### src/clc_gate_pkg.sv
`default_nettype none

package clc_gate_pkg;

  // Widths of the cell slice
  localparam int DATA_W    = 8;
  localparam int ADDR_W    = 3;
  localparam int SRC_SEL_W = 6;
  localparam int SRC_COUNT = 64;
  localparam int NUM_DATA  = 4;

  // Register offsets (word index on the plain port)
  localparam logic [ADDR_W-1:0] ADDR_SEL0 = 3'h0;
  localparam logic [ADDR_W-1:0] ADDR_SEL1 = 3'h1;
  localparam logic [ADDR_W-1:0] ADDR_SEL2 = 3'h2;
  localparam logic [ADDR_W-1:0] ADDR_SEL3 = 3'h3;
  localparam logic [ADDR_W-1:0] ADDR_GLS2 = 3'h4;
  localparam logic [ADDR_W-1:0] ADDR_GLS3 = 3'h5;

  // Enable bit positions inside a gate selection register
  localparam int BIT_IN4_TRUE = 7;
  localparam int BIT_IN4_INV  = 6;
  localparam int BIT_IN3_TRUE = 5;
  localparam int BIT_IN3_INV  = 4;
  localparam int BIT_IN2_TRUE = 3;
  localparam int BIT_IN2_INV  = 2;
  localparam int BIT_IN1_TRUE = 1;
  localparam int BIT_IN1_INV  = 0;

  // Source selection field position
  localparam int SEL_FIELD_MSB = 5;
  localparam int SEL_FIELD_LSB = 0;

  // Values after reset
  localparam logic [DATA_W-1:0]    GLS_RESET = 8'h00;
  localparam logic [SRC_SEL_W-1:0] SEL_RESET = 6'h00;
  localparam logic [DATA_W-1:0]    RD_IDLE   = 8'h00;

  // One gate's eight enables, bit 7 first
  typedef struct packed {
    logic in4TrueEn;
    logic in4InvEn;
    logic in3TrueEn;
    logic in3InvEn;
    logic in2TrueEn;
    logic in2InvEn;
    logic in1TrueEn;
    logic in1InvEn;
  } gate_sel_s;

  // Register port request
  typedef struct packed {
    logic              wrStb;
    logic              rdStb;
    logic [ADDR_W-1:0] addr;
    logic [DATA_W-1:0] wrData;
  } reg_req_s;

endpackage

`default_nettype wire

### src/clc_gate_select.sv
`timescale 1ns/100ps
`default_nettype none

module clc_gate_select
  import clc_gate_pkg::*;
(
  input  wire logic                 clk,
  input  wire logic                 arst_n,
  input  wire reg_req_s             regReq,
  input  wire logic [SRC_COUNT-1:0] sourceBus,
  output logic      [DATA_W-1:0]    rdData,
  output logic      [NUM_DATA-1:0]  cellDataIn,
  output logic                      gate2Out,
  output logic                      gate3Out
);

  ////////////////////////////////////////////////////////////////////////////
  // Storage
  logic [SRC_SEL_W-1:0] dataSrcSel_reg [NUM_DATA];
  gate_sel_s            gate2Sel_reg;
  gate_sel_s            gate3Sel_reg;
  logic [DATA_W-1:0]    rdData_reg;
  logic [DATA_W-1:0]    rdData_next;
  logic [NUM_DATA-1:0]  cellData_reg;
  logic [NUM_DATA-1:0]  cellData_next;
  logic                 gate2_reg;
  logic                 gate2_next;
  logic                 gate3_reg;
  logic                 gate3_next;

  // OR of the enabled true and inverted terms of one gate
  function automatic logic gate_or(input gate_sel_s s, input logic [NUM_DATA-1:0] d);
    logic acc;
    acc = 1'b0;
    acc = acc | (s.in4TrueEn & d[3]) | (s.in4InvEn & ~d[3]);
    acc = acc | (s.in3TrueEn & d[2]) | (s.in3InvEn & ~d[2]);
    acc = acc | (s.in2TrueEn & d[1]) | (s.in2InvEn & ~d[1]);
    acc = acc | (s.in1TrueEn & d[0]) | (s.in1InvEn & ~d[0]);
    return acc;
  endfunction

  ////////////////////////////////////////////////////////////////////////////
  // Source selection registers, one per data input
  genvar gi;
  generate
    for (gi = 0; gi < NUM_DATA; gi++)
    begin : g_src
      logic [ADDR_W-1:0] myAddr;
      assign myAddr = ADDR_SEL0 + ADDR_W'(gi);

      // Hold the 6-bit source field
      always_ff @(posedge clk or negedge arst_n)
      begin
        if (!arst_n)
        begin
          dataSrcSel_reg[gi] <= SEL_RESET;
        end
        else if (regReq.wrStb && regReq.addr == myAddr)
        begin
          dataSrcSel_reg[gi] <= regReq.wrData[SEL_FIELD_MSB:SEL_FIELD_LSB];
        end
      end

      // Pick the chosen source for this input
      assign cellData_next[gi] = sourceBus[dataSrcSel_reg[gi]];
    end
  endgenerate

  ////////////////////////////////////////////////////////////////////////////
  // Gate 2 selection register
  always_ff @(posedge clk or negedge arst_n)
  begin
    if (!arst_n)
    begin
      gate2Sel_reg <= gate_sel_s'(GLS_RESET);
    end
    else if (regReq.wrStb && regReq.addr == ADDR_GLS2)
    begin
      gate2Sel_reg <= gate_sel_s'(regReq.wrData);
    end
  end

  // Gate 3 selection register
  always_ff @(posedge clk or negedge arst_n)
  begin
    if (!arst_n)
    begin
      gate3Sel_reg <= gate_sel_s'(GLS_RESET);
    end
    else if (regReq.wrStb && regReq.addr == ADDR_GLS3)
    begin
      gate3Sel_reg <= gate_sel_s'(regReq.wrData);
    end
  end

  ////////////////////////////////////////////////////////////////////////////
  // Read decode, unmapped offsets read zero
  always_comb
  begin
    rdData_next = RD_IDLE;
    if (!regReq.rdStb)
    begin
      rdData_next = RD_IDLE;
    end
    else if (regReq.addr == ADDR_SEL0)
    begin
      rdData_next = {(DATA_W-SRC_SEL_W)'(0), dataSrcSel_reg[0]};
    end
    else if (regReq.addr == ADDR_SEL1)
    begin
      rdData_next = {(DATA_W-SRC_SEL_W)'(0), dataSrcSel_reg[1]};
    end
    else if (regReq.addr == ADDR_SEL2)
    begin
      rdData_next = {(DATA_W-SRC_SEL_W)'(0), dataSrcSel_reg[2]};
    end
    else if (regReq.addr == ADDR_SEL3)
    begin
      rdData_next = {(DATA_W-SRC_SEL_W)'(0), dataSrcSel_reg[3]};
    end
    else if (regReq.addr == ADDR_GLS2)
    begin
      rdData_next = gate2Sel_reg;
    end
    else if (regReq.addr == ADDR_GLS3)
    begin
      rdData_next = gate3Sel_reg;
    end
  end

  // Read data stands for one cycle only
  always_ff @(posedge clk or negedge arst_n)
  begin
    if (!arst_n)
    begin
      rdData_reg <= RD_IDLE;
    end
    else
    begin
      rdData_reg <= rdData_next;
    end
  end

  ////////////////////////////////////////////////////////////////////////////
  // Gate evaluation, each gate the OR of its enabled terms
  assign gate2_next = gate_or(gate2Sel_reg, cellData_next);
  assign gate3_next = gate_or(gate3Sel_reg, cellData_next);

  // Register data inputs and gate outputs together
  always_ff @(posedge clk or negedge arst_n)
  begin
    if (!arst_n)
    begin
      cellData_reg <= '0;
      gate2_reg    <= 1'b0;
      gate3_reg    <= 1'b0;
    end
    else
    begin
      cellData_reg <= cellData_next;
      gate2_reg    <= gate2_next;
      gate3_reg    <= gate3_next;
    end
  end

  assign rdData     = rdData_reg;
  assign cellDataIn = cellData_reg;
  assign gate2Out   = gate2_reg;
  assign gate3Out   = gate3_reg;

  ////////////////////////////////////////////////////////////////////////////
  // Checks
  property p_g2_in4;
    @(posedge clk) disable iff (!arst_n)
    ((gate2Sel_reg.in4TrueEn && cellData_next[3]) || (gate2Sel_reg.in4InvEn && !cellData_next[3]))
      |=> gate2Out && cellDataIn[3] == $past(cellData_next[3]);
  endproperty
  a_g2_in4: assert property (p_g2_in4) else $error("gate 2 missed input 4 term");

  property p_g2_in3;
    @(posedge clk) disable iff (!arst_n)
    ((gate2Sel_reg.in3TrueEn && cellData_next[2]) || (gate2Sel_reg.in3InvEn && !cellData_next[2]))
      |=> gate2Out;
  endproperty
  a_g2_in3: assert property (p_g2_in3) else $error("gate 2 missed input 3 term");

  property p_g2_in2;
    @(posedge clk) disable iff (!arst_n)
    ((gate2Sel_reg.in2TrueEn && cellData_next[1]) || (gate2Sel_reg.in2InvEn && !cellData_next[1]))
      |=> gate2Out;
  endproperty
  a_g2_in2: assert property (p_g2_in2) else $error("gate 2 missed input 2 term");

  property p_g2_in1;
    @(posedge clk) disable iff (!arst_n)
    ((gate2Sel_reg.in1TrueEn && cellData_next[0]) || (gate2Sel_reg.in1InvEn && !cellData_next[0]))
      |=> gate2Out;
  endproperty
  a_g2_in1: assert property (p_g2_in1) else $error("gate 2 missed input 1 term");

  property p_g3_in4;
    @(posedge clk) disable iff (!arst_n)
    ((gate3Sel_reg.in4TrueEn && cellData_next[3]) || (gate3Sel_reg.in4InvEn && !cellData_next[3]))
      |=> gate3Out;
  endproperty
  a_g3_in4: assert property (p_g3_in4) else $error("gate 3 missed input 4 term");

  property p_g3_in3;
    @(posedge clk) disable iff (!arst_n)
    ((gate3Sel_reg.in3TrueEn && cellData_next[2]) || (gate3Sel_reg.in3InvEn && !cellData_next[2]))
      |=> gate3Out;
  endproperty
  a_g3_in3: assert property (p_g3_in3) else $error("gate 3 missed input 3 term");

  property p_g3_in2;
    @(posedge clk) disable iff (!arst_n)
    ((gate3Sel_reg.in2TrueEn && cellData_next[1]) || (gate3Sel_reg.in2InvEn && !cellData_next[1]))
      |=> gate3Out;
  endproperty
  a_g3_in2: assert property (p_g3_in2) else $error("gate 3 missed input 2 term");

  property p_g3_in1;
    @(posedge clk) disable iff (!arst_n)
    ((gate3Sel_reg.in1TrueEn && cellData_next[0]) || (gate3Sel_reg.in1InvEn && !cellData_next[0]))
      |=> gate3Out;
  endproperty
  a_g3_in1: assert property (p_g3_in1) else $error("gate 3 missed input 1 term");

  property p_gls_rw;
    @(posedge clk) disable iff (!arst_n)
    (regReq.wrStb && regReq.addr == ADDR_GLS2) ##1
      (regReq.rdStb && regReq.addr == ADDR_GLS2 && !regReq.wrStb)
      |=> rdData == $past(regReq.wrData, 2);
  endproperty
  a_gls_rw: assert property (p_gls_rw) else $error("gate 2 select readback wrong");

  property p_src_sel;
    @(posedge clk) disable iff (!arst_n)
    (regReq.wrStb && regReq.addr == ADDR_SEL1)
      |=> dataSrcSel_reg[1] == $past(regReq.wrData[SEL_FIELD_MSB:SEL_FIELD_LSB])
      ##1 cellDataIn[1] == $past(sourceBus[dataSrcSel_reg[1]]);
  endproperty
  a_src_sel: assert property (p_src_sel) else $error("data input 2 source wrong");

  property p_no_term;
    @(posedge clk) disable iff (!arst_n)
    (gate3Sel_reg == gate_sel_s'(GLS_RESET)) |=> !gate3Out;
  endproperty
  a_no_term: assert property (p_no_term) else $error("gate 3 high with no term");

  property p_g2_none;
    @(posedge clk) disable iff (!arst_n)
    !(   (gate2Sel_reg.in4TrueEn && cellData_next[3])
      || (gate2Sel_reg.in4InvEn && !cellData_next[3])
      || (gate2Sel_reg.in3TrueEn && cellData_next[2])
      || (gate2Sel_reg.in3InvEn && !cellData_next[2])
      || (gate2Sel_reg.in2TrueEn && cellData_next[1])
      || (gate2Sel_reg.in2InvEn && !cellData_next[1])
      || (gate2Sel_reg.in1TrueEn && cellData_next[0])
      || (gate2Sel_reg.in1InvEn && !cellData_next[0]))
      |=> !gate2Out;
  endproperty
  a_g2_none: assert property (p_g2_none) else $error("gate 2 high with no live term");

  property p_g3_none;
    @(posedge clk) disable iff (!arst_n)
    !(   (gate3Sel_reg.in4TrueEn && cellData_next[3])
      || (gate3Sel_reg.in4InvEn && !cellData_next[3])
      || (gate3Sel_reg.in3TrueEn && cellData_next[2])
      || (gate3Sel_reg.in3InvEn && !cellData_next[2])
      || (gate3Sel_reg.in2TrueEn && cellData_next[1])
      || (gate3Sel_reg.in2InvEn && !cellData_next[1])
      || (gate3Sel_reg.in1TrueEn && cellData_next[0])
      || (gate3Sel_reg.in1InvEn && !cellData_next[0]))
      |=> !gate3Out;
  endproperty
  a_g3_none: assert property (p_g3_none) else $error("gate 3 high with no live term");

  property p_gls3_rw;
    @(posedge clk) disable iff (!arst_n)
    (regReq.wrStb && regReq.addr == ADDR_GLS3) ##1
      (regReq.rdStb && regReq.addr == ADDR_GLS3 && !regReq.wrStb)
      |=> rdData == $past(regReq.wrData, 2);
  endproperty
  a_gls3_rw: assert property (p_gls3_rw) else $error("gate 3 select readback wrong");

  property p_gls2_wr;
    @(posedge clk) disable iff (!arst_n)
    (regReq.wrStb && regReq.addr == ADDR_GLS2)
      |=> gate2Sel_reg == gate_sel_s'($past(regReq.wrData));
  endproperty
  a_gls2_wr: assert property (p_gls2_wr) else $error("gate 2 select write lost");

  property p_gls3_wr;
    @(posedge clk) disable iff (!arst_n)
    (regReq.wrStb && regReq.addr == ADDR_GLS3)
      |=> gate3Sel_reg == gate_sel_s'($past(regReq.wrData));
  endproperty
  a_gls3_wr: assert property (p_gls3_wr) else $error("gate 3 select write lost");

  property p_gls2_hold;
    @(posedge clk) disable iff (!arst_n)
    !(regReq.wrStb && regReq.addr == ADDR_GLS2)
      |=> $stable(gate2Sel_reg);
  endproperty
  a_gls2_hold: assert property (p_gls2_hold) else $error("gate 2 select moved unwritten");

  property p_gls3_hold;
    @(posedge clk) disable iff (!arst_n)
    !(regReq.wrStb && regReq.addr == ADDR_GLS3)
      |=> $stable(gate3Sel_reg);
  endproperty
  a_gls3_hold: assert property (p_gls3_hold) else $error("gate 3 select moved unwritten");

  property p_rd_idle;
    @(posedge clk) disable iff (!arst_n)
    !regReq.rdStb
      |=> rdData == RD_IDLE;
  endproperty
  a_rd_idle: assert property (p_rd_idle) else $error("read data left standing");

  property p_rd_unmapped;
    @(posedge clk) disable iff (!arst_n)
    (regReq.rdStb && regReq.addr > ADDR_GLS3)
      |=> rdData == RD_IDLE;
  endproperty
  a_rd_unmapped: assert property (p_rd_unmapped) else $error("unmapped read not zero");

  property p_sel_rd;
    @(posedge clk) disable iff (!arst_n)
    (regReq.rdStb && regReq.addr < ADDR_GLS2)
      |=> rdData[DATA_W-1:SRC_SEL_W] == '0;
  endproperty
  a_sel_rd: assert property (p_sel_rd) else $error("source select upper bits set");

  property p_data_track;
    @(posedge clk) disable iff (!arst_n)
    1'b1 |=> cellDataIn == $past({sourceBus[dataSrcSel_reg[3]], sourceBus[dataSrcSel_reg[2]],
                                  sourceBus[dataSrcSel_reg[1]], sourceBus[dataSrcSel_reg[0]]});
  endproperty
  a_data_track: assert property (p_data_track) else $error("data inputs off their sources");

endmodule // clc_gate_select

`default_nettype wire

### config.mk
export PLATFORM = sky130hd
export DESIGN_NAME = clc_gate_select
export DESIGN_NICKNAME = d
export VERILOG_FILES = /design/src/clc_gate_pkg.sv /design/src/clc_gate_select.sv
export SDC_FILE = /design/constraint.sdc
export NUM_CORES = 1
export LEC_CHECK = 0
export BUFFER_PORTS_ARGS = -buffer_cell sky130_fd_sc_hd__buf_2
export CORE_UTILIZATION = 43
export CTS_CLUSTER_SIZE = 40
export DETAILED_ROUTE_END_ITERATION = 7
export MAX_ROUTING_LAYER = met4
export SYNTH_ARGS = -nofsm -noshare
export SYNTH_HDL_FRONTEND = slang
export SYNTH_SLANG_ARGS = --single-unit
### constraint.sdc
create_clock -name clk -period 5.7 [get_ports clk]
set_clock_uncertainty 0.05 [all_clocks]
set_input_delay 0.285 -clock clk [delete_from_list [all_inputs] [get_ports clk]]
set_output_delay 0.285 -clock clk [all_outputs]
set_load 0.03 [all_outputs]
**Word level (Yosys, flattened, before mapping)**

Index checks and enable logic that the tools add are counted.

- Input bits: 79
- Register bits: 54
- Logic and storage cells: 89

- Multiplexer cells: 15
- Eq/ne operators: 5
- Order comparisons: 4
- Bitwise logic cells: 34
- Reduce and logical (&&, ||, !) cells: 7

Operator list:

| cell | number |
|---|---|
| two-way mux 8 bit | 7 |
| < comparator 6 x 7 -> 1 bit, second input constant | 4 |
| binary-select mux 1 bit (select 6 bit) | 4 |
| AND 1 bit | 16 |
| bitwise OR 1 bit | 14 |
| == test 3 x 2 -> 1 bit, second input constant | 2 |
| == test 3 bit, second input constant | 2 |
| logical AND 1 bit | 6 |
| two-way mux 1 bit | 4 |
| inverter 1 bit | 4 |
| == test 3 x 1 -> 1 bit, second input constant | 1 |
| zero test 3 bit | 1 |

**Depth between registers and ports, before layout**

- Depth in word-level cells: 11
- Depth in mapped cells: 9
- Gate-level depth less buffers: 7

**Worst setup path after synthesis**

Ideal clock, no wire load.

- Path type: flip-flop to flip-flop
- Start point: register dataSrcSel_reg[13] (netlist bit)
- End point: register gate2_reg, in the netlist gate2Out
- Library setup time: 0.132 ns
- Path buffers: 2
- Data arrival time: 2.606 ns
- Stages on the path, launching flop included: 10
- Required time: 5.518 ns
- Path slack: 2.912 ns
- Period minus slack after synthesis: 2.788 ns
- Path through: dfrtp_1 > clkbuf_1 > clkbuf_1 > mux4_1 > mux2_2 > mux4_2 > nand2_1 > a21boi_0 > a2111oi_0 > or3b_1

- Longest elaborated chain between the ends: 7
- Elaborated cells between the ends (all ways): 9
- Those cells by class: mux: 2; bitwise: 7

Ends and longest elaborated chain:

| item | line | source |
|---|---|---|
| start, declared | clc_gate_select.sv:19 | `logic [SRC_SEL_W-1:0] dataSrcSel_reg [NUM_DATA];` |
| start signal, assigned by index | clc_gate_select.sv:60 | `dataSrcSel_reg[gi] <= regReq.wrData[SEL_FIELD_MSB:SEL_FIELD_LSB];` |
| binary-select mux 1 bit (select 6 bit) (*) | clc_gate_select.sv:65 | `assign cellData_next[gi] = sourceBus[dataSrcSel_reg[gi]];` |
| two-way mux 1 bit (implied by the code) (*) | clc_gate_select.sv:65 |  |
| AND 1 bit or inverter 1 bit (tied branches) | clc_gate_select.sv:37 | `acc = acc \| (s.in2TrueEn & d[1]) \| (s.in2InvEn & ~d[1]);` |
| bitwise OR 1 bit or AND 1 bit (tied branches) | clc_gate_select.sv:37 |  |
| bitwise OR 1 bit (*) | clc_gate_select.sv:37 |  |
| bitwise OR 1 bit (*) (2 in a row) | clc_gate_select.sv:38 | `acc = acc \| (s.in1TrueEn & d[0]) \| (s.in1InvEn & ~d[0]);` |
| net gate2_next | clc_gate_select.sv:27 | `logic gate2_next;` |
| end signal, assigned | clc_gate_select.sv:161 | `gate2_reg <= gate2_next;` |
| end, declared | clc_gate_select.sv:26 | `logic gate2_reg;` |

Mark *: on every way through the listed nets, which the timed path passes. The rest lies on a longest branch. The select of a mux whose other input is x is not followed.
A chain may end at the register's enable or synchronous reset.

**Worst setup path in the final report**

- Start point: register dataSrcSel_reg[18] (netlist bit)
- End point: register gate2_reg, in the netlist gate2Out

- Longest elaborated chain between the ends: 5
- Elaborated cells between the ends (all ways): 7
- Those cells by class: mux: 2; bitwise: 5

Ends and longest elaborated chain:

| item | line |
|---|---|
| binary-select mux 1 bit (select 6 bit) (*) | clc_gate_select.sv:65 |
| two-way mux 1 bit (implied by the code) (*) | clc_gate_select.sv:65 |
| AND 1 bit or inverter 1 bit (tied branches) | clc_gate_select.sv:38 |
| bitwise OR 1 bit or AND 1 bit (tied branches) | clc_gate_select.sv:38 |
| bitwise OR 1 bit (*) | clc_gate_select.sv:38 |
| net gate2_next | clc_gate_select.sv:27 |

Marked as above.

==> insert_results.sql <==
INSERT INTO impl_metrics (metric_group, metric, value, unit) VALUES
('run_status', 'status', 'finished, final reports clean', ''),
('synthesis', 'syn-num-nets', '497', ''),
('cts', 'cts_made_buffers', '5', ''),
('placed_design', 'port_buffers', '92', ''),
('min_path', 'holdCritPathClass', 'primary input to async pin', ''),
('synthesis', 'distinct_cell_type_count_after_synthesis', '47', ''),
('worst_setup_path', 'list_of_cells_traversed_by_the_critical_path', 'mux4_2, mux2i_1, nor3b_1, nor4_2, mux2i_1, a2111oi_0, or3b_1', ''),
('synthesis', 'synthArstFlopShare', '100', '%'),
('timing', 'slew_violations', '0', ''),
('worst_setup_path', 'worst-endpoint-arrival', '3830', 'ps'),
('worst_setup_path', 'crit_path_max_fanout', '24', ''),
('worst_setup_path', 'critPathKind', 'flop to flop', ''),
('global_routing', 'grt_busiest_layer', 'met2', ''),
('routing', 'remaining_drc_errors', '0', ''),
('cts', 'post_cts_resize_count', '0', ''),
('cts', 'cts-htree-levels', '2', ''),
('cts', 'clock-sinks', '54', ''),
('global_routing', 'grt.total_usage', '26.7', '%'),
('cts', 'worst_setup_hold_path_clk_slew', '110', 'ps'),
('placed_design', 'placedCellCount', '625', ''),
('die', 'io_pins', '93', ''),
('finish', 'fillerInstances', '1005', ''),
('finish', 'flow.area_growth_from_synthesis', '13.1', '%'),
('timing', 'final_period_minus_worst_setup_slack', '3680', 'ps'),
('synthesis', 'netlist_instances', '418', ''),
('power_and_ir_drop', 'leakage', '2.28', 'nW'),
('synthesis', 'synth_sequential_area_ratio', '28.2', '%'),
('finish', 'design_area', '5410', 'sq um'),
('timing', 'timing.final.ws_setup', '2020', 'ps'),
('finish', 'diodes_inserted', '0', ''),
('global_routing', 'grt_pass1_vias', '3977', ''),
('finish', 'largest_register_ffs', '24', ''),
('die', 'core-area', '10800', 'sq um'),
('finish', 'post_layout_nonfiller_instances', '633', ''),
('timing', 'finalSetupViolations', '0', ''),
('synthesis', 'synth_top_flop_cell', 'sky130_fd_sc_hd__dfrtp_1', ''),
('synthesis', 'postSynthRegisterBits', '54', ''),
('cts', 'post_cts_buffers', '0', ''),
('synthesis', 'synthesis.yosys.warnings', '0', ''),
('power_and_ir_drop', 'power_density_over_the_cells', '314', 'nW/um^2'),
('timing', 'grt_setup_unrepaired', 'false', ''),
('synthesis', 'area_of_the_mapped_netlist', '4780', 'sq um'),
('die', 'dieWidth', '107', 'um'),
('timing', 'timing.slew.headroom', '18.9', '%'),
('die', 'dieArea', '11600', 'sq um'),
('routing', 'drt_pass1_iterations', '5', ''),
('synthesis', 'synthTopCellsByCount', 'sky130_fd_sc_hd__dfrtp_1, sky130_fd_sc_hd__mux4_2, sky130_fd_sc_hd__mux2_2, sky130_fd_sc_hd__mux2i_1', ''),
('placed_design', 'post-dp-hpwl', '10600', 'um'),
('placed_design', 'gp_congestion', '0.959', ''),
('worst_setup_path', 'critical_path.most_common_cell', 'sky130_fd_sc_hd__mux2i_1', ''),
('routing', 'drtIter0Drc', '253', ''),
('routing', 'num_vias', '4026', ''),
('routing', 'routed_wire_length_per_instance', '22.3', 'um'),
('die', 'start_util', '44.1', '%'),
('cts', 'clock_latency', '320', 'ps'),
('run', 'maxCapViolCount', '0', ''),
('synthesis', 'netlist.area_leader.share', '28.2', '%'),
('timing', 'tns', '0', 'ps'),
('synthesis', 'post_synth_main_area_contributors', 'sky130_fd_sc_hd__dfrtp_1, sky130_fd_sc_hd__mux4_2, sky130_fd_sc_hd__mux4_1', ''),
('global_routing', 'grt_max_degree', '55', ''),
('timing', 'timing.final.crit_share', '64.5', '%'),
('cts', 'cts_tree', 'yes', ''),
('timing', 'max_clock_freq', '272', 'MHz'),
('cts', 'postCtsHoldBufs', '0', ''),
('cts', 'clk_root_buffer_cell', 'sky130_fd_sc_hd__clkbuf_8', ''),
('global_routing', 'antenna_found_initial', '0', ''),
('cts', 'cts.path.max_buffers', '2', ''),
('worst_setup_path', 'critical_path.startpoint_type', 'flop', ''),
('power_and_ir_drop', 'post-layout-total-power', '0.00170', 'W'),
('global_routing', 'global_route_total_overflow', '0', ''),
('timing', 'final_hold_viol_count', '0', '');
-- area by class of cell --
cell class | count | area, sq um | share of cell area, %
multi-input cells | 319 | 3240 | 59.8
flip-flops and latches | 54 | 1350 | 25.0
repair buffers | 98 | 505 | 9.34
well taps | 140 | 175 | 3.24
clock buffers | 5 | 68.8 | 1.27
inverters | 14 | 52.6 | 0.971
clock inverters | 3 | 22.5 | 0.416
-- where the power goes --
part | switching, W | internal (W) | leakage [nW]
Sequential | 0.000192 | 0.000466 | 0.655
Clock | 0.000137 | 0.0000893 | 0.0489
Combinational | 0.000387 | 0.000431 | 1.58
Total | 0.000716 | 0.000986 | 2.28
-- cells by family (layout without fill, tap and decap cells) --
family,after synthesis,count (layout),synth area share [%]
flops,54,54,28.2
buf+inv,45,120,4.11
simple gates,109,109,11.5
mux,136,136,45.7
compound gates,74,74,10.5
-- final timing paths --
path                                                  to  slack, ps                           start  cells after the start
max reg2reg                           gate2Out$_DFF_PN0_       2020  dataSrcSel_reg[18]$_DFFE_PN0P_                      7
max                                   gate2Out$_DFF_PN0_       2020  dataSrcSel_reg[18]$_DFFE_PN0P_                      7
min reg2reg                  gate3Sel_reg[7]$_DFFE_PN0P_        530     gate3Sel_reg[7]$_DFFE_PN0P_                      1
max in group asynchronous  dataSrcSel_reg[3]$_DFFE_PN0P_       5120                          arst_n                      2
min in group clk             gate3Sel_reg[6]$_DFFE_PN0P_        150                       regReq[6]                      2
min                                  rdData[7]$_DFF_PN0_         20                          arst_n                      2
-- metrics by stage --
| stage | hold WS (ps) | util, % |
|---|---|---|
| after floorplan | -60.6 | - |
| after global placement | 399 | 49.1 |
| after detailed placement | 408 | 49.1 |
| after CTS | 57.8 | 49.9 |
| after global routing | 85.4 | 49.9 |
| final | 15.8 | 49.9 |
-- cells in the final DEF, fill, tap and decap left out, types with 2 or more instances in the layout --
cell type	n
sky130_fd_sc_hd__a32oi_1	2
sky130_fd_sc_hd__dfrtp_1	54
sky130_fd_sc_hd__buf_2	92
sky130_fd_sc_hd__a2111oi_0	4
sky130_fd_sc_hd__clkbuf_8	5
sky130_fd_sc_hd__or2_2	2
sky130_fd_sc_hd__o211ai_1	3
sky130_fd_sc_hd__a21oi_1	12
sky130_fd_sc_hd__and3_1	3
sky130_fd_sc_hd__mux4_2	42
sky130_fd_sc_hd__and2_1	2
sky130_fd_sc_hd__nor2b_1	12
sky130_fd_sc_hd__buf_4	6
sky130_fd_sc_hd__o21ai_1	14
sky130_fd_sc_hd__or3b_1	2
sky130_fd_sc_hd__nor2_1	28
sky130_fd_sc_hd__nor4_1	2
sky130_fd_sc_hd__o2111ai_1	2
sky130_fd_sc_hd__o21ai_0	7
sky130_fd_sc_hd__nand2_1	28
sky130_fd_sc_hd__mux2i_1	33
sky130_fd_sc_hd__nor3b_1	6
sky130_fd_sc_hd__mux4_1	15
sky130_fd_sc_hd__a22oi_1	3
sky130_fd_sc_hd__mux2_1	13
sky130_fd_sc_hd__nand3_1	6
sky130_fd_sc_hd__inv_6	2
sky130_fd_sc_hd__or3_1	2
sky130_fd_sc_hd__inv_1	14
sky130_fd_sc_hd__mux2_2	33
sky130_fd_sc_hd__o22ai_1	10
sky130_fd_sc_hd__o221ai_1	2
sky130_fd_sc_hd__nand2b_1	8
sky130_fd_sc_hd__a211oi_1	7
sky130_fd_sc_hd__nor3_1	5
sky130_fd_sc_hd__a21boi_0	2
-- metal layers --
layer | part of all wire [%] | up-vias
met5 | 0 | -
met2 | 48 | 178
met4 | 1.7 | 0
met1 | 43 | 2032
li1 | - | 1797
met3 | 6.9 | 19
-- worst max-delay path, delay by kind of cell (launching register included) --
kind	cells	cell delay, ps
AO/OA/AOI/OAI	1	400
AND/OR/NAND/NOR	3	1000
flip-flops	1	1160
multiplexers	3	940
Note: power is estimated with default switching activity, not from simulation.
